==> src/common/spd_pkg.sv <==
package spd_pkg;

  // register byte offsets
  localparam logic [11:0] SPD_OFF_CTRL    = 12'h000;
  localparam logic [11:0] SPD_OFF_PERIOD  = 12'h004;
  localparam logic [11:0] SPD_OFF_LIMITS  = 12'h008;
  localparam logic [11:0] SPD_OFF_SPEED   = 12'h00C;
  localparam logic [11:0] SPD_OFF_STATUS  = 12'h010;
  localparam logic [11:0] SPD_OFF_CURPER  = 12'h014;

  // control fields
  localparam int SPD_CTRL_GATE_BIT  = 0;
  localparam int SPD_CTRL_CLEAR_BIT = 1;
  localparam int SPD_CTRL_FAST_BIT  = 2;

  // limits: low in [15:0], high in [31:16]
  localparam int SPD_LIM_LO_LSB = 0;
  localparam int SPD_LIM_HI_LSB = 16;

  localparam logic [14:0] SPD_PERIOD_MIN   = 15'h0001;
  localparam logic [14:0] SPD_PERIOD_MAX   = 15'h7FFF;
  localparam logic [14:0] SPD_PERIOD_RESET = 15'h0064;

  // period tick is 10 ms
  localparam int SPD_TICK_NS  = 10000000;
  localparam int SPD_CLK_NS   = 8;
  localparam int SPD_TICK_CYC = SPD_TICK_NS / SPD_CLK_NS;

  // least pulse spacing for each path, in ns
  localparam int SPD_SLOW_NS  = 50000000;
  localparam int SPD_FAST_NS  = 1000000;
  localparam int SPD_SLOW_CYC = SPD_SLOW_NS / SPD_CLK_NS;
  localparam int SPD_FAST_CYC = SPD_FAST_NS / SPD_CLK_NS;

  typedef struct packed {
    logic [15:0] low;
    logic [15:0] high;
  } spd_limits_t;

endpackage

==> src/core/spd_pulse_qual.sv <==
`timescale 1ns/1ps
// accepts an edge only after a minimum spacing, to model the input rate limit
module spd_pulse_qual #(
  parameter int SLOW_GAP = spd_pkg::SPD_SLOW_CYC,
  parameter int FAST_GAP = spd_pkg::SPD_FAST_CYC
) (
  input  wire logic pclk,
  input  wire logic presetn,
  input  wire logic fast_sel,
  input  wire logic pulse_in,
  output logic      pulse_ok
);
  initial begin
    if (SLOW_GAP < 1 || FAST_GAP < 1) $error("spd_pulse_qual: bad gap");
  end

  typedef struct packed {
    logic        prev;
    logic [31:0] gap;
    logic        ok;
  } spd_q_st_t;

  spd_q_st_t st_r;
  spd_q_st_t st_nxt;
  logic [31:0] need;

  always_comb begin
    need        = fast_sel ? 32'(FAST_GAP) : 32'(SLOW_GAP);
    st_nxt      = st_r;
    st_nxt.prev = pulse_in;
    st_nxt.ok   = 1'b0;
    if (st_r.gap != 32'h0000_0000) begin
      st_nxt.gap = st_r.gap - 32'h0000_0001;
    end
    if (pulse_in && !st_r.prev && st_r.gap == 32'h0000_0000) begin
      st_nxt.ok  = 1'b1;
      st_nxt.gap = need - 32'h0000_0001;
    end
  end

  always_ff @(posedge pclk or negedge presetn) begin
    if (!presetn) begin
      st_r <= '0;
    end else begin
      st_r <= st_nxt;
    end
  end

  assign pulse_ok = st_r.ok;
endmodule // spd_pulse_qual

==> src/core/spd_speed_detect.sv <==
`timescale 1ns/1ps
// Behaviour
// - Frequency is found by counting pulses over a user-set period.
// - While the gate is on, each count-input pulse passed by the rate limit bumps the counter, up to 65535.
// - While the gate is off, counting and comparing stop, output holds.
// - Speed and output are kept until clear, which also zeroes counter.
// - With high above low, off at or below low, on at or above high.
// - With low above high, off at or above low, on at or below high.
// - With equal limits, output is on only when speed equals them.
// - The period setting accepts 1 to 32767 only.
// - The fast path counts pulses up to 1 kHz.
// - Only one block per program may use the fast path.
// - A dedicated clear input resets the counting state.
module spd_speed_detect #(
  parameter int TICK_CYC = spd_pkg::SPD_TICK_CYC,
  parameter int SLOW_GAP = spd_pkg::SPD_SLOW_CYC,
  parameter int FAST_GAP = spd_pkg::SPD_FAST_CYC
) (
  input  wire logic        pclk,
  input  wire logic        presetn,
  input  wire logic        psel,
  input  wire logic        penable,
  input  wire logic        pwrite,
  input  wire logic [11:0] paddr,
  input  wire logic [31:0] pwdata,
  output logic      [31:0] prdata,
  output logic             pready,
  output logic             pslverr,
  input  wire logic        gate_in,
  input  wire logic        count_in,
  input  wire logic        clear_in,
  output logic             detect_out,
  output logic      [15:0] speed_out
);
  initial begin
    if (TICK_CYC < 1) $error("spd_speed_detect: TICK_CYC must be >= 1");
    if (FAST_GAP > SLOW_GAP) $error("spd_speed_detect: fast gap too long");
  end

  typedef struct packed {
    logic        gate_sw;
    logic        clear_sw;
    logic        fast_sel;
    logic [14:0] period;
    spd_pkg::spd_limits_t lim;
    logic [15:0] count;
    logic [14:0] elapsed;
    logic [15:0] speed;
    logic        det;
    logic [31:0] prdata;
    logic        pready;
    logic        pslverr;
  } spd_st_t;

  spd_st_t st_r;
  spd_st_t st_nxt;
  logic    tick;
  logic    pulse_ok;
  logic    gate;
  logic    clr;
  logic    wr;
  logic    wr_chk;
  logic    rd;
  logic [15:0] spd_v;

  spd_tick_div #(.DIV(TICK_CYC)) u_div (
    .pclk    (pclk),
    .presetn (presetn),
    .tick    (tick)
  );

  spd_pulse_qual #(.SLOW_GAP(SLOW_GAP), .FAST_GAP(FAST_GAP)) u_qual (
    .pclk     (pclk),
    .presetn  (presetn),
    .fast_sel (st_r.fast_sel),
    .pulse_in (count_in),
    .pulse_ok (pulse_ok)
  );

  assign gate = gate_in | st_r.gate_sw;
  assign clr  = clear_in | st_r.clear_sw;
  // setup cycle decodes and answers; a write lands only at the access
  // edge, so a request dropped before that edge changes nothing
  assign wr_chk = psel && !penable && pwrite;
  assign wr     = psel && penable && pwrite && st_r.pready && !st_r.pslverr;
  assign rd     = psel && !penable && !pwrite;

  always_comb begin
    st_nxt          = st_r;
    st_nxt.pready   = 1'b0;
    st_nxt.pslverr  = 1'b0;
    st_nxt.clear_sw = 1'b0;
    spd_v           = st_r.speed;

    // measurement
    if (gate) begin
      if (pulse_ok && st_r.count != 16'hFFFF) begin
        st_nxt.count = st_r.count + 16'h0001;
      end
      if (tick) begin
        if (st_r.elapsed + 15'h0001 >= st_r.period) begin
          spd_v          = (pulse_ok && st_r.count != 16'hFFFF)
                           ? st_r.count + 16'h0001 : st_r.count;
          st_nxt.speed   = spd_v;
          st_nxt.count   = 16'h0000;
          st_nxt.elapsed = 15'h0000;
        end else begin
          st_nxt.elapsed = st_r.elapsed + 15'h0001;
        end
      end
      // compare against limits
      if (st_r.lim.high > st_r.lim.low) begin
        if (st_r.speed <= st_r.lim.low) begin
          st_nxt.det = 1'b0;
        end else if (st_r.speed >= st_r.lim.high) begin
          st_nxt.det = 1'b1;
        end
      end else if (st_r.lim.low > st_r.lim.high) begin
        if (st_r.speed >= st_r.lim.low) begin
          st_nxt.det = 1'b0;
        end else if (st_r.speed <= st_r.lim.high) begin
          st_nxt.det = 1'b1;
        end
      end else begin
        st_nxt.det = (st_r.speed == st_r.lim.low);
      end
    end // gate off: measurement holds; only clear still acts

    if (clr) begin
      st_nxt.count   = 16'h0000;
      st_nxt.elapsed = 15'h0000;
      st_nxt.speed   = 16'h0000;
      st_nxt.det     = 1'b0;
    end

    // apb slave
    if (psel && !penable) begin
      st_nxt.pready = 1'b1;
      st_nxt.prdata = 32'h0000_0000;
    end
    // refusal is decided in setup so pslverr stands beside pready
    if (wr_chk) begin
      unique case (paddr)
        spd_pkg::SPD_OFF_PERIOD: begin
          if (pwdata[14:0] < spd_pkg::SPD_PERIOD_MIN
              || pwdata[31:15] != 17'h0_0000) begin
            st_nxt.pslverr = 1'b1;
          end
        end
        spd_pkg::SPD_OFF_CTRL, spd_pkg::SPD_OFF_LIMITS,
        spd_pkg::SPD_OFF_SPEED, spd_pkg::SPD_OFF_STATUS,
        spd_pkg::SPD_OFF_CURPER: begin
        end
        default: st_nxt.pslverr = 1'b1;
      endcase
    end else if (rd) begin
      unique case (paddr)
        spd_pkg::SPD_OFF_CTRL: begin
          st_nxt.prdata[spd_pkg::SPD_CTRL_GATE_BIT] = st_r.gate_sw;
          st_nxt.prdata[spd_pkg::SPD_CTRL_FAST_BIT] = st_r.fast_sel;
        end
        spd_pkg::SPD_OFF_PERIOD: st_nxt.prdata = {17'h0_0000, st_r.period};
        spd_pkg::SPD_OFF_LIMITS:
          st_nxt.prdata = {st_r.lim.high, st_r.lim.low};
        spd_pkg::SPD_OFF_SPEED:  st_nxt.prdata = {16'h0000, st_r.speed};
        spd_pkg::SPD_OFF_STATUS:
          st_nxt.prdata = {st_r.count, 15'h0000, st_r.det};
        spd_pkg::SPD_OFF_CURPER:
          st_nxt.prdata = {17'h0_0000, st_r.elapsed};
        default: st_nxt.pslverr = 1'b1;
      endcase
    end
    // refused writes never reach here: wr is gated by the setup verdict
    if (wr) begin
      unique case (paddr)
        spd_pkg::SPD_OFF_CTRL: begin
          st_nxt.gate_sw  = pwdata[spd_pkg::SPD_CTRL_GATE_BIT];
          st_nxt.clear_sw = pwdata[spd_pkg::SPD_CTRL_CLEAR_BIT];
          st_nxt.fast_sel = pwdata[spd_pkg::SPD_CTRL_FAST_BIT];
        end
        spd_pkg::SPD_OFF_PERIOD: st_nxt.period = pwdata[14:0];
        spd_pkg::SPD_OFF_LIMITS: begin
          st_nxt.lim.low  = pwdata[spd_pkg::SPD_LIM_LO_LSB +: 16];
          st_nxt.lim.high = pwdata[spd_pkg::SPD_LIM_HI_LSB +: 16];
        end
        default: begin
        end
      endcase
    end
  end

  always_ff @(posedge pclk or negedge presetn) begin
    if (!presetn) begin
      st_r        <= '0;
      st_r.period <= spd_pkg::SPD_PERIOD_RESET;
    end else begin
      st_r <= st_nxt;
    end
  end

  assign prdata     = st_r.prdata;
  assign pready     = st_r.pready;
  assign pslverr    = st_r.pslverr;
  assign detect_out = st_r.det;
  assign speed_out  = st_r.speed;

  // pready low in setup, high for the single access cycle after it
  AST_APB_READY: assert property (
    @(posedge pclk) disable iff (!presetn)
    (psel && !penable) |=> pready)
    else $error("pready missing in access phase");

  // a second high cycle would let a slow master see a stale answer
  AST_APB_PULSE: assert property (
    @(posedge pclk) disable iff (!presetn)
    pready |=> !pready)
    else $error("pready stood longer than one cycle");

  AST_ERR_WITH_READY: assert property (
    @(posedge pclk) disable iff (!presetn)
    pslverr |-> pready)
    else $error("pslverr without pready");

  AST_CLEAR: assert property (
    @(posedge pclk) disable iff (!presetn)
    clear_in |=> (speed_out == 16'h0000 && !detect_out))
    else $error("clear did not reset speed and output");

  AST_CLEAR_COUNT: assert property (
    @(posedge pclk) disable iff (!presetn)
    clr |=> (st_r.count == 16'h0000 && st_r.elapsed == 15'h0000))
    else $error("clear did not reset the counting state");

  AST_GATE_HOLD: assert property (
    @(posedge pclk) disable iff (!presetn)
    (!gate && !clr) |=> ($stable(speed_out) && $stable(detect_out)))
    else $error("state changed while gate off");

  AST_COUNT_GATE: assert property (
    @(posedge pclk) disable iff (!presetn)
    (!gate && !clr) |=> $stable(st_r.count))
    else $error("counter moved while gate off");

  AST_HYST_ON: assert property (
    @(posedge pclk) disable iff (!presetn)
    (gate && !clr && st_r.lim.high > st_r.lim.low
     && speed_out >= st_r.lim.high) |=> detect_out)
    else $error("output not on above high limit");

  AST_HYST_OFF: assert property (
    @(posedge pclk) disable iff (!presetn)
    (gate && !clr && st_r.lim.high > st_r.lim.low
     && speed_out <= st_r.lim.low) |=> !detect_out)
    else $error("output not off below low limit");

  AST_WIN: assert property (
    @(posedge pclk) disable iff (!presetn)
    (gate && !clr && st_r.lim.low > st_r.lim.high
     && speed_out >= st_r.lim.low) |=> !detect_out)
    else $error("output not off at or above low limit");

  AST_WIN_ON: assert property (
    @(posedge pclk) disable iff (!presetn)
    (gate && !clr && st_r.lim.low > st_r.lim.high
     && speed_out <= st_r.lim.high) |=> detect_out)
    else $error("output not on at or below high limit");

  AST_EQ: assert property (
    @(posedge pclk) disable iff (!presetn)
    (gate && !clr && st_r.lim.low == st_r.lim.high)
    |=> (detect_out == ($past(speed_out) == $past(st_r.lim.low))))
    else $error("equal-limit output wrong");

  AST_PERIOD_RANGE: assert property (
    @(posedge pclk) disable iff (!presetn)
    st_r.period >= spd_pkg::SPD_PERIOD_MIN)
    else $error("period out of range");

  // pulse_ok excluded: a pulse on the closing tick is folded in as well
  AST_SPEED_LOAD: assert property (
    @(posedge pclk) disable iff (!presetn)
    (gate && !clr && tick && !pulse_ok
     && st_r.elapsed + 15'h0001 >= st_r.period)
    |=> (speed_out == $past(st_r.count) && st_r.count == 16'h0000))
    else $error("speed not loaded at period end");

  AST_SPEED_HOLD: assert property (
    @(posedge pclk) disable iff (!presetn)
    (!tick && !clr) |=> $stable(speed_out))
    else $error("speed moved between period ends");

  COV_ON: cover property (@(posedge pclk) disable iff (!presetn)
    !detect_out ##1 detect_out);
  COV_SPEED: cover property (@(posedge pclk) disable iff (!presetn)
    $changed(speed_out));
  COV_CLEAR: cover property (@(posedge pclk) disable iff (!presetn)
    detect_out ##1 clear_in);
  COV_WIN: cover property (@(posedge pclk) disable iff (!presetn)
    st_r.lim.low > st_r.lim.high && detect_out);
  COV_EQ: cover property (@(posedge pclk) disable iff (!presetn)
    st_r.lim.low == st_r.lim.high && detect_out);
endmodule // spd_speed_detect

==> src/core/spd_tick_div.sv <==
`timescale 1ns/1ps
module spd_tick_div #(
  parameter int DIV = spd_pkg::SPD_TICK_CYC
) (
  input  wire logic pclk,
  input  wire logic presetn,
  output logic      tick
);
  initial begin
    if (DIV < 1) $error("spd_tick_div: DIV must be >= 1");
  end

  typedef struct packed {
    logic [31:0] cnt;
    logic        tick;
  } spd_div_st_t;

  spd_div_st_t st_r;
  spd_div_st_t st_nxt;

  always_comb begin
    st_nxt      = st_r;
    st_nxt.tick = 1'b0;
    if (st_r.cnt >= 32'(DIV - 1)) begin
      st_nxt.cnt  = 32'h0000_0000;
      st_nxt.tick = 1'b1;
    end else begin
      st_nxt.cnt = st_r.cnt + 32'h0000_0001;
    end
  end

  always_ff @(posedge pclk or negedge presetn) begin
    if (!presetn) begin
      st_r <= '0;
    end else begin
      st_r <= st_nxt;
    end
  end

  assign tick = st_r.tick;
endmodule // spd_tick_div

==> config.mk <==
export PLATFORM = sky130hd
export DESIGN_NAME = spd_speed_detect
export DESIGN_NICKNAME = d
export VERILOG_FILES = /design/src/common/spd_pkg.sv /design/src/core/spd_pulse_qual.sv /design/src/core/spd_speed_detect.sv /design/src/core/spd_tick_div.sv
export SDC_FILE = /design/constraint.sdc
export NUM_CORES = 1
export LEC_CHECK = 0
export BUFFER_PORTS_ARGS = -buffer_cell sky130_fd_sc_hd__buf_2
export CORE_MARGIN = 4
export CORE_UTILIZATION = 42
export CTS_CLUSTER_DIAMETER = 50
export DETAILED_ROUTE_END_ITERATION = 7
export GPL_TIMING_DRIVEN = 0
export PLACE_DENSITY = 0.67
export SLEW_MARGIN = 20
export SYNTH_ARGS = -nofsm -noshare
export SYNTH_HDL_FRONTEND = slang
export SYNTH_HIERARCHICAL = 1
export SYNTH_SLANG_ARGS = --single-unit
==> constraint.sdc <==
create_clock -name pclk -period 6.2 [get_ports pclk]
set_clock_uncertainty 0.15 [all_clocks]
set_input_delay 0.93 -clock pclk [delete_from_list [all_inputs] [get_ports pclk]]
set_output_delay 0.93 -clock pclk [all_outputs]
set_load 0.02 [all_outputs]
==> out/results.tsv, run 1 <==
stage	metric	value	unit
setup_path	Crit path arrival time	4.27	ns
min_path	Hold Crit Class	input port to async pin	
logic_synthesis	Cell Area, Synth	11400	sq um
timing	Fin. Hold Viols	0	
global_route	Tot GR Track Use	19.8	%
global_route	first-pass GRT wire length	47800	microns
logic_synthesis	EDFF count, synth	0	
setup_path	CP peak stage delay	0.53	ns
logic_synthesis	Ys Warns	6	
routing	Routed WL	29700	microns
timing	fmax	247	MHz
routing	wire length per cell	18.0	microns
routing	drt drc	0	
logic_synthesis	Avg Inst Size Synth	9.86	sq um
setup_path	crit path max-delay cell type	dfrtp_1	
power	Leakage	6.17	nW
logic_synthesis	largest area contributor in the netlist	dfrtp_1	
routing	Routed Antenna Nets	0	
setup_path	CP cell instances	ha_1 > nand2_1 > nor2_1 > nand3_1 > inv_1 > nand3_1 > xnor2_1 > ha_1 > a21oi_1 > nor2b_1 > o21ai_0 > o211ai_1 > a21o_1 > nor2_1 > buf_2 > a22o_1	
clocking	clk slew on worst S/H paths	0.08	ns
final_layout	fillcell total	2489	
run_status	status	complete, no violations	
global_route	initial antenna violation count	3	
setup_path	reg2reg path depth	16	
timing	fin crit period	4.04	ns
timing	final max-slew violation count	0	
final_layout	utilization after layout	48.5	%
clocking	H-tree levels	4	
routing	DRT iter0 DRCs	701	
logic_synthesis	flops & latches, synth	199	
clocking	CTS Hold Bufs	0	
timing	RSZ-0062 raised after global routing	false	
logic_synthesis	largest cells by area after synthesis	dfrtp_1 43%, ha_1 7.3%, nand2_1 4.1%, o21ai_0 3.6%, buf_4 3.3%	
routing	detail-routed via count per cell	5.58	
power	worst-case vdd ir drop	0.124	mV
setup_path	Worst setup SP type	register	
power	Seq pwr share	52.8	%
clocking	CTS Root Cell	clkbuf_16	
final_layout	share of layout cells above drive strength 1	21.7	%
die	Die H	173	microns
power	internal cell power	1.92	mW
setup_path	Worst path depth	16	
setup_path	Buf/Inv on CP	2	
die	top-level port count	103	
clocking	clk sinks	199	
clocking	Post-CTS Setup Bufs	0	
timing	Slew @ Worst Pin	0.869	ns
setup_path	crit path max fanout	10	
placed_design	gpl congestion	0.885	
setup_path	delay-heaviest family, CP	simple AND/OR/NAND/NOR gates	
die	effective utilization at floorplan	42.5	%
die	total core area	26900	sq um
clocking	CTS Buffer Depth	2	
final_layout	Sequential cell area	4980	sq um
setup_path	worst setup path end	st_r[53]$_DFFE_PN0P_	
timing	Slew Limit Headroom	41.9	%
placed_design	Buffers on Ports	101	
logic_synthesis	Post-Synthesis Cells	1158	
final_layout	Syn-to-layout area delta	14.0	%
die	FP Rows	60	
timing	Final setup viols	0	
placed_design	dpl hpwl	22800	microns
setup_path	critical path endpoint category	register	
logic_synthesis	Yosys cell types	83	
power	Comb pwr share	5.9	%
logic_synthesis	register area share after synthesis	43.6	%
power	Switching Fraction	26.5	%
setup_path	end of the worst register-to-register path	st_r[53]$_DFFE_PN0P_	
power	clock share of power	41.3	%
logic_synthesis	top_reg_cell synth	dfrtp_1	
timing	final setup TNS	0	ns
die	Die W	173	microns
clocking	CTS tree	yes	
final_layout	Final nets	1409	
setup_path	flop2flop setup slack	2.16	ns
timing	Final Cycle Share	65.2	%
logic_synthesis	top cell type's share of synthesized area	42.9	%
global_route	largest net degree at the start of global routing	83	
power	Net Switching	0.691	mW
routing	DR pass1 iterations	5	
setup_path	CP Launch Point	st_r[51]$_DFFE_PN0P_	
global_route	GR Overflow Total	0	
setup_path	Crit Path Category	register to register	
global_route	vias in the first global route	8885	
logic_synthesis	Commonest cells post-synth	196 x dfrtp_1, 125 x nand2_1, 83 x o21ai_0	
power	power per cell area	201	nW/um^2
logic_synthesis	ys async rst share	100	%
final_layout	Multi-input gate area	5620	sq um
flow_run	max-cap violations	0	
routing	routed vias	9182	
setup_path	Reg-to-Reg Start	st_r[51]$_DFFE_PN0P_	
logic_synthesis	most frequent cell after synthesis	dfrtp_1	
setup_path	Req. time, crit path	6.43	ns
clocking	CTS Buf Count	17	
clocking	latest clock arrival within the worst-skew pair	0.44	ns
clocking	post-CTS resize count	0	
die	total die area	29900	sq um
layer usage:
layer	vias to the layer above	track usage, %	wire length (microns)
met1	4462	27.3	13500
met3	57	4.35	1870
met4	4	6.25	755
met5	-	0	27
li1	4350	-	-
met2	309	31.3	13600
cell usage in the layout (no fill, tap or decap), types with 33 or more instances in the layout:
cell,netlist,layout
xor2_1,33,33
a21oi_1,39,39
nand2_1,125,125
buf_2,16,116
buf_4,50,50
dfrtp_1,196,196
nor3_1,34,34
xnor2_1,41,41
ha_1,67,67
inv_1,59,59
o21ai_0,83,83
nor2_1,52,52
sequential cells by signal, indices dropped and copies added, names as in the netlist:
| signal | flops |
|---|---|
| u_qual/st_r | 33 |
| u_div/tick | 1 |
| pready | 1 |
| u_div/st_r | 32 |
| prdata | 32 |
| detect_out | 1 |
| speed_out | 16 |
| u_qual/pulse_ok | 1 |
| pslverr | 1 |
| st_r | 81 |
layout make-up:
type / count / area share, %
tap: 341 / 3.28
sequential: 199 / 38.3
clock buffer: 17 / 3.27
clock inverter: 15 / 1.08
inverter: 60 / 1.73
buffer: 98 / 4.86
timing repair buffer: 103 / 4.38
antenna: 1 / 0.0192
multi-input combinational: 811 / 43.1
stage by stage:
stage / total power, mW / instances / cell area [sq um] / hold slack, ns / setup WS, ns
after global placement: 1.55 / 1610 / 12400 / 0.308 / 0.674
final: 2.61 / 1645 / 13000 / 0.230 / 2.16
after global routing: 2.71 / 1644 / 13000 / 0.242 / 1.86
after CTS: 2.64 / 1644 / 13000 / 0.236 / 2.20
after detailed placement: 1.56 / 1612 / 12500 / 0.315 / 2.22
after floorplan: 1.48 / 1168 / 11500 / 0.292 / 3.07
how the worst min path moves through the flow:
stage                                 from  cells after the start                          end
6_report                           presetn                      1      u_div/st_r[7]$_DFF_PN0_
4_1_cts                            presetn                      1      u_div/st_r[7]$_DFF_PN0_
2_1_floorplan  u_qual/st_r[28]$_DFFE_PN0P_                      1  u_qual/st_r[28]$_DFFE_PN0P_
3_3_place_gp   u_qual/st_r[28]$_DFFE_PN0P_                      1  u_qual/st_r[28]$_DFFE_PN0P_
5_1_grt                            presetn                      1      u_div/st_r[7]$_DFF_PN0_
3_5_place_dp   u_qual/st_r[28]$_DFFE_PN0P_                      1  u_qual/st_r[28]$_DFFE_PN0P_
power groups by stage:
stage                     Combinational [mW]  Clock [mW]  Sequential (mW)
after floorplan                       0.0770           0             1.40
final                                  0.154        1.08             1.38
after detailed placement               0.156           0             1.40
after CTS                              0.156        1.10             1.38
after global placement                 0.148           0             1.40
after global routing                   0.173        1.15             1.39
cell families after synthesis:
kind of cell	synth area share, %
flip-flops	43.6
buffers and inverters	7.51
multiplexers	2.50
AND/OR/NAND/NOR	18.8
other	0.0328
adder cells (fa/ha/maj)	7.34
AO/OA/AOI/OAI	14.5
XOR/XNOR	5.67
Note: power is estimated with default switching activity, not from simulation.
==> run 2: changes to the inputs <==
--- a/config.mk
+++ b/config.mk
@@ -11,7 +11,7 @@
 export CTS_CLUSTER_DIAMETER = 50
 export DETAILED_ROUTE_END_ITERATION = 7
 export GPL_TIMING_DRIVEN = 0
-export PLACE_DENSITY = 0.67
+export PLACE_DENSITY = 0.69
 export SLEW_MARGIN = 20
 export SYNTH_ARGS = -nofsm -noshare
 export SYNTH_HDL_FRONTEND = slang
==> constraint.sdc (replaced) <==
create_clock -name pclk -period 3.3 [get_ports pclk]
set_clock_uncertainty 0.15 [all_clocks]
set_input_delay 0.495 -clock pclk [delete_from_list [all_inputs] [get_ports pclk]]
set_output_delay 0.495 -clock pclk [all_outputs]
set_load 0.02 [all_outputs]
==> run 2 against run 1 <==
Against the previous run: cell count increased by 0.79%; highest routed layer unchanged; first-iteration DRC count increased by 21%; total power increased by 88%; largest cell class unchanged; fmax increased by 25%; clock power increased by 89%.
==> out/results.tsv, run 2 (synthesized netlist as in run 1, its figures left out) <==
stage	metric	value	unit
clocking	H-tree levels	4	
setup_path	Worst setup SP type	register	
timing	Fin. Hold Viols	0	
setup_path	crit path max fanout	5	
final_layout	Syn-to-layout area delta	16.0	%
power	worst-case vdd ir drop	0.264	mV
setup_path	critical path endpoint category	register	
timing	Slew Limit Headroom	39.0	%
timing	hold_ws	0.0212	ns
global_route	initial antenna violation count	4	
power	power per cell area	371	nW/um^2
final_layout	utilization after layout	49.3	%
setup_path	Req. time, crit path	3.51	ns
die	top-level port count	103	
placed_design	dpl hpwl	22900	microns
clocking	CTS Buf Count	17	
setup_path	Crit path arrival time	3.45	ns
routing	wire length per cell	18.4	microns
die	Die W	173	microns
timing	fin crit period	3.24	ns
placed_design	Buffers on Ports	101	
routing	drt drc	0	
routing	Routed WL	30500	microns
die	Die H	173	microns
final_layout	commonest non-fill, non-tap cell in the layout	dfrtp_1	
die	effective utilization at floorplan	42.5	%
die	FP Rows	60	
final_layout	share of layout cells above drive strength 1	24.5	%
setup_path	Crit Path Category	register to register	
timing	Final Cycle Share	98.1	%
routing	DRT iter0 DRCs	850	
clocking	latest clock arrival within the worst-skew pair	0.44	ns
final_layout	most frequent cells in the layout	191 x dfrtp_1, 123 x nand2_1, 115 x buf_2	
power	Total Power	4.92	mW
clocking	CTS Buffer Depth	2	
final_layout	Final nets	1423	
final_layout	Biggest register	st_r	
clocking	CTS Root Cell	clkbuf_16	
global_route	first-pass GRT wire length	49100	microns
flow_run	max-cap violations	0	
power	Leakage	6.27	nW
placed_design	gpl congestion	0.884	
timing	fmax	309	MHz
final_layout	Inserted Diodes	0	
timing	RSZ-0062 raised after global routing	true	
timing	Slew @ Worst Pin	0.913	ns
clocking	CTS tree	yes	
timing	fin worst setup slack	0.0621	ns
final_layout	max FFs per register	81	
global_route	vias in the first global route	9236	
routing	Routed Antenna Nets	0	
clocking	clk sinks	199	
global_route	largest net degree at the start of global routing	91	
placed_design	Place WS	-0.657	ns
global_route	GR Overflow Total	0	
min_path	hold path depth	1	
timing	Final setup viols	0	
final_layout	Largest regs	st_r (81), u_qual/st_r (33)	
global_route	Tot GR Track Use	20.2	%
routing	DR pass1 iterations	5	
timing	final max-slew violation count	0	
routing	routed vias	9221	
die	total die area	29900	sq um
clocking	clk slew on worst S/H paths	0.08	ns
die	total core area	26900	sq um
min_path	Hold Crit Class	input port to register	
run_status	status	complete, no violations	
setup_path	reg2reg path depth	13	
routing	detail-routed via count per cell	5.56	
run 2: cell types whose count changed in the layout (fill, tap and decap cells not counted), moves of 3 or more:
| cell | change |
|---|---|
| buf_4 | +16 |
| clkbuf_1 | -3 |
| dfrtp_1 | -5 |
| dfrtp_2 | +5 |
| inv_6 | -4 |
run 2: layout make-up:
class	instances	area (sq um)
fill	2490	13600
clock inverter	13	115
inverter	60	225
clock buffer	19	453
tap	341	427
multi-input combinational	811	5710
buffer	98	647
timing repair buffer	117	678
sequential	199	4990
run 2: report_power, final:
group | switching, mW | internal (mW)
sequential | 0.0896 | 2.50
combinational | 0.177 | 0.116
clock | 1.01 | 1.03
total | 1.27 | 3.65
run 2: worst paths after layout:
check | end | slack [ns] | start
hold reg to reg | u_qual/st_r[28]$_DFFE_PN0P_ | 0.33 | u_qual/st_r[28]$_DFFE_PN0P_
setup reg to reg | st_r[78]$_DFFE_PN0P_ | 0.06 | st_r[56]$_DFFE_PN0P_
setup / recovery | st_r[78]$_DFFE_PN0P_ | 0.06 | st_r[56]$_DFFE_PN0P_
max in group asynchronous | st_r[89]$_DFFE_PN0P_ | 1.95 | presetn
min in group asynchronous | u_qual/st_r[26]$_DFFE_PN0P_ | 0.34 | presetn
hold / removal | u_qual/st_r[33]$_DFF_PN0_ | 0.02 | count_in
run 2: per-layer routing:
layer	routed length [microns]	share of wire (%)	GRT usage, %	vias up
met1	13600	45	27.0	4516
met2	14300	47	32.9	257
met3	1720	5.6	4.31	60
met4	804	2.6	6.58	8
li1	-	-	-	4380
met5	74	0.24	0	-
run 2: stage by stage:
stage / TNS [ns] / cells / area, sq um
final: 0 / 1658 / 13200
after global routing: -0.197 / 1658 / 13200
after detailed placement: -21.11 / 1612 / 12500
after floorplan: 0 / 1168 / 11500
after CTS: 0 / 1656 / 13200
after global placement: -366.75 / 1610 / 12400
run 2: timing repair:
item | CTS | global route
setup buffers | 11 | 2
gates resized for setup | 19 | 19
endpoints found under the setup margin | 47 | 44
pin swaps | 4 | 4
hold buffers | 1 | 0
hold endpoints to repair | 26 | 0
run 2: worst max-delay path: stages, from the launching register on:
cell and delay (ns):
dfrtp_1 0.37, and4_4 0.23, and4_1 0.28, and3_2 0.25
nand3_1 0.14, xnor2_2 0.18, ha_1 0.29, nor2b_1 0.13
o21ai_1 0.12, o211ai_1 0.13, a21o_2 0.28, o21a_1 0.18
o21ai_0 0.26, o2bb2ai_2 0.14
==> run 3: changes to the inputs <==
--- a/config.mk
+++ b/config.mk
@@ -11,7 +11,7 @@
 export CTS_CLUSTER_DIAMETER = 50
 export DETAILED_ROUTE_END_ITERATION = 7
 export GPL_TIMING_DRIVEN = 0
-export PLACE_DENSITY = 0.69
+export PLACE_DENSITY = 0.67
 export SLEW_MARGIN = 20
 export SYNTH_ARGS = -nofsm -noshare
 export SYNTH_HDL_FRONTEND = slang
==> constraint.sdc (replaced) <==
create_clock -name pclk -period 4.05 [get_ports pclk]
set_clock_uncertainty 0.15 [all_clocks]
set_input_delay 0.6075 -clock pclk [delete_from_list [all_inputs] [get_ports pclk]]
set_output_delay 0.6075 -clock pclk [all_outputs]
set_load 0.02 [all_outputs]
==> run 3 against run 2 <==
Against the previous run: hold slack improved by 0.12 ns; die area unchanged; cell count decreased by 0.60%; combinational power decreased by 19%; largest cell class unchanged.
==> out/results.tsv, run 3 (synthesized netlist as in run 1, its figures left out) <==
stage	metric	value	unit
run_status	status	complete, no violations	
timing	hold_ws	0.138	ns
power	Leakage	6.19	nW
final_layout	Multi-input gate area	5630	sq um
power	Total Power	4.00	mW
final_layout	share of layout cells above drive strength 1	22.1	%
setup_path	Crit Path Category	register to register	
min_path	Hold Crit Class	input port to register	
routing	DR pass1 iterations	5	
final_layout	commonest non-fill, non-tap cell in the layout	dfrtp_1	
global_route	initial antenna violation count	3	
clocking	CTS Buffer Depth	2	
setup_path	Req. time, crit path	4.20	ns
routing	Routed Antenna Nets	0	
clocking	CTS Root Cell	clkbuf_16	
final_layout	post-route cell area	13100	sq um
placed_design	Place WS	0.0737	ns
routing	wire length per cell	18.0	microns
clocking	clk slew on worst S/H paths	0.07	ns
die	top-level port count	103	
timing	Slew @ Worst Pin	0.844	ns
final_layout	Syn-to-layout area delta	14.3	%
flow_run	max-cap violations	0	
die	Die H	173	microns
final_layout	Final nets	1412	
clocking	clk sinks	199	
clocking	CTS Buf Count	17	
timing	fin crit period	3.71	ns
placed_design	dpl hpwl	22800	microns
power	worst-case vdd ir drop	0.189	mV
clocking	latest clock arrival within the worst-skew pair	0.44	ns
placed_design	Buffers on Ports	101	
die	total core area	26900	sq um
timing	Final Cycle Share	91.7	%
placed_design	placed cell area	12500	sq um
routing	drt drc	0	
routing	routed vias	9177	
final_layout	fillcell total	2492	
routing	detail-routed via count per cell	5.57	
global_route	Tot GR Track Use	19.8	%
setup_path	Crit path arrival time	3.87	ns
timing	Fin. Hold Viols	0	
final_layout	Non-Filler Instances	1648	
placed_design	Placed Cells	1612	
timing	fin worst setup slack	0.337	ns
timing	final max-slew violation count	0	
routing	DRT iter0 DRCs	692	
timing	fmax	269	MHz
clocking	CTS tree	yes	
timing	final setup TNS	0	ns
die	FP Rows	60	
final_layout	most frequent cells in the layout	195 x dfrtp_1, 125 x nand2_1, 116 x buf_2	
global_route	largest net degree at the start of global routing	83	
final_layout	utilization after layout	48.6	%
final_layout	Largest regs	st_r (81), u_qual/st_r (33)	
setup_path	critical path endpoint category	register	
setup_path	Worst setup SP type	register	
final_layout	Sequential cell area	4980	sq um
final_layout	Biggest register	st_r	
global_route	GR Overflow Total	0	
die	total die area	29900	sq um
placed_design	gpl congestion	0.885	
routing	Routed WL	29700	microns
power	power per cell area	306	nW/um^2
timing	Final setup viols	0	
die	effective utilization at floorplan	42.5	%
global_route	vias in the first global route	8879	
final_layout	max FFs per register	81	
timing	Slew Limit Headroom	43.6	%
die	Die W	173	microns
clocking	H-tree levels	4	
global_route	first-pass GRT wire length	47800	microns
setup_path	crit path max fanout	10	
timing	RSZ-0062 raised after global routing	false	
## run 3: changes by cell type in the layout (fill, tap and decap cells not counted), sizes merged
| cell | before | now |
|---|---|---|
| buf | 191 | 178 |
| inv | 64 | 66 |
| clkinvlp | 2 | 1 |
| clkinv | 7 | 8 |
| diode | 0 | 1 |
## run 3: layout make-up
class                           instances  share of cell area (%)
Tap cell                              341                    3.27
Sequential cell                       199                    38.2
Inverter                               60                    1.72
Clock buffer                           17                    3.26
Timing Repair Buffer                  106                    4.56
Buffer                                 98                    4.87
Multi-Input combinational cell        811                    43.1
Antenna cell                            1                  0.0192
Clock inverter                         15                    1.07
## run 3: path summary, 6_finish.rpt
check	startpoint	cells after the start	slack, ns	end
worst max-delay path	st_r[53]$_DFFE_PN0P_	16	0.34	st_r[70]$_DFFE_PN0P_
max in group asynchronous	presetn	3	2.47	st_r[108]$_DFFE_PN0P_
worst min-delay path	count_in	1	0.14	u_qual/st_r[33]$_DFF_PN0_
min in group asynchronous	presetn	2	0.50	u_div/st_r[7]$_DFF_PN0_
worst max register to register	st_r[53]$_DFFE_PN0P_	16	0.34	st_r[70]$_DFFE_PN0P_
worst min register to register	u_qual/st_r[28]$_DFFE_PN0P_	1	0.32	u_qual/st_r[28]$_DFFE_PN0P_
## run 3: routing by layer
metal  wire length (microns)  GRT usage (%)
met4                     761           6.25
met1                   13600           27.3
met2                   13600           31.3
met5                      27              0
met3                    1750           4.35
## run 3: timing repair
action	4_1_cts	5_1_grt
hold buffers	1	0
setup endpoints to repair	0	29
endpoints found under the hold margin	44	0
gates resized for setup	0	7
buffers inserted	0	2
## run 3: power breakdown
part / internal [mW] / total, mW / switching [mW]
Combinational: 0.0934 / 0.238 / 0.145
Sequential: 2.04 / 2.11 / 0.0737
Clock: 0.813 / 1.65 / 0.838
Total: 2.94 / 4.00 / 1.06
## run 3: worst max-delay path: stages, from the launching register on
cell and delay [ns]:
dfrtp_1 0.50, and4_1 0.24, nand2_1 0.09, nor2_1 0.18, nand3_1 0.15, inv_1 0.12, nand3_1 0.10, xnor2_1 0.18
ha_1 0.32, a21oi_1 0.07, nor2b_1 0.12, o21ai_0 0.10, o211ai_1 0.13, a21o_1 0.30, and2_1 0.29, clkbuf_1 0.43
nor2_1 0.10
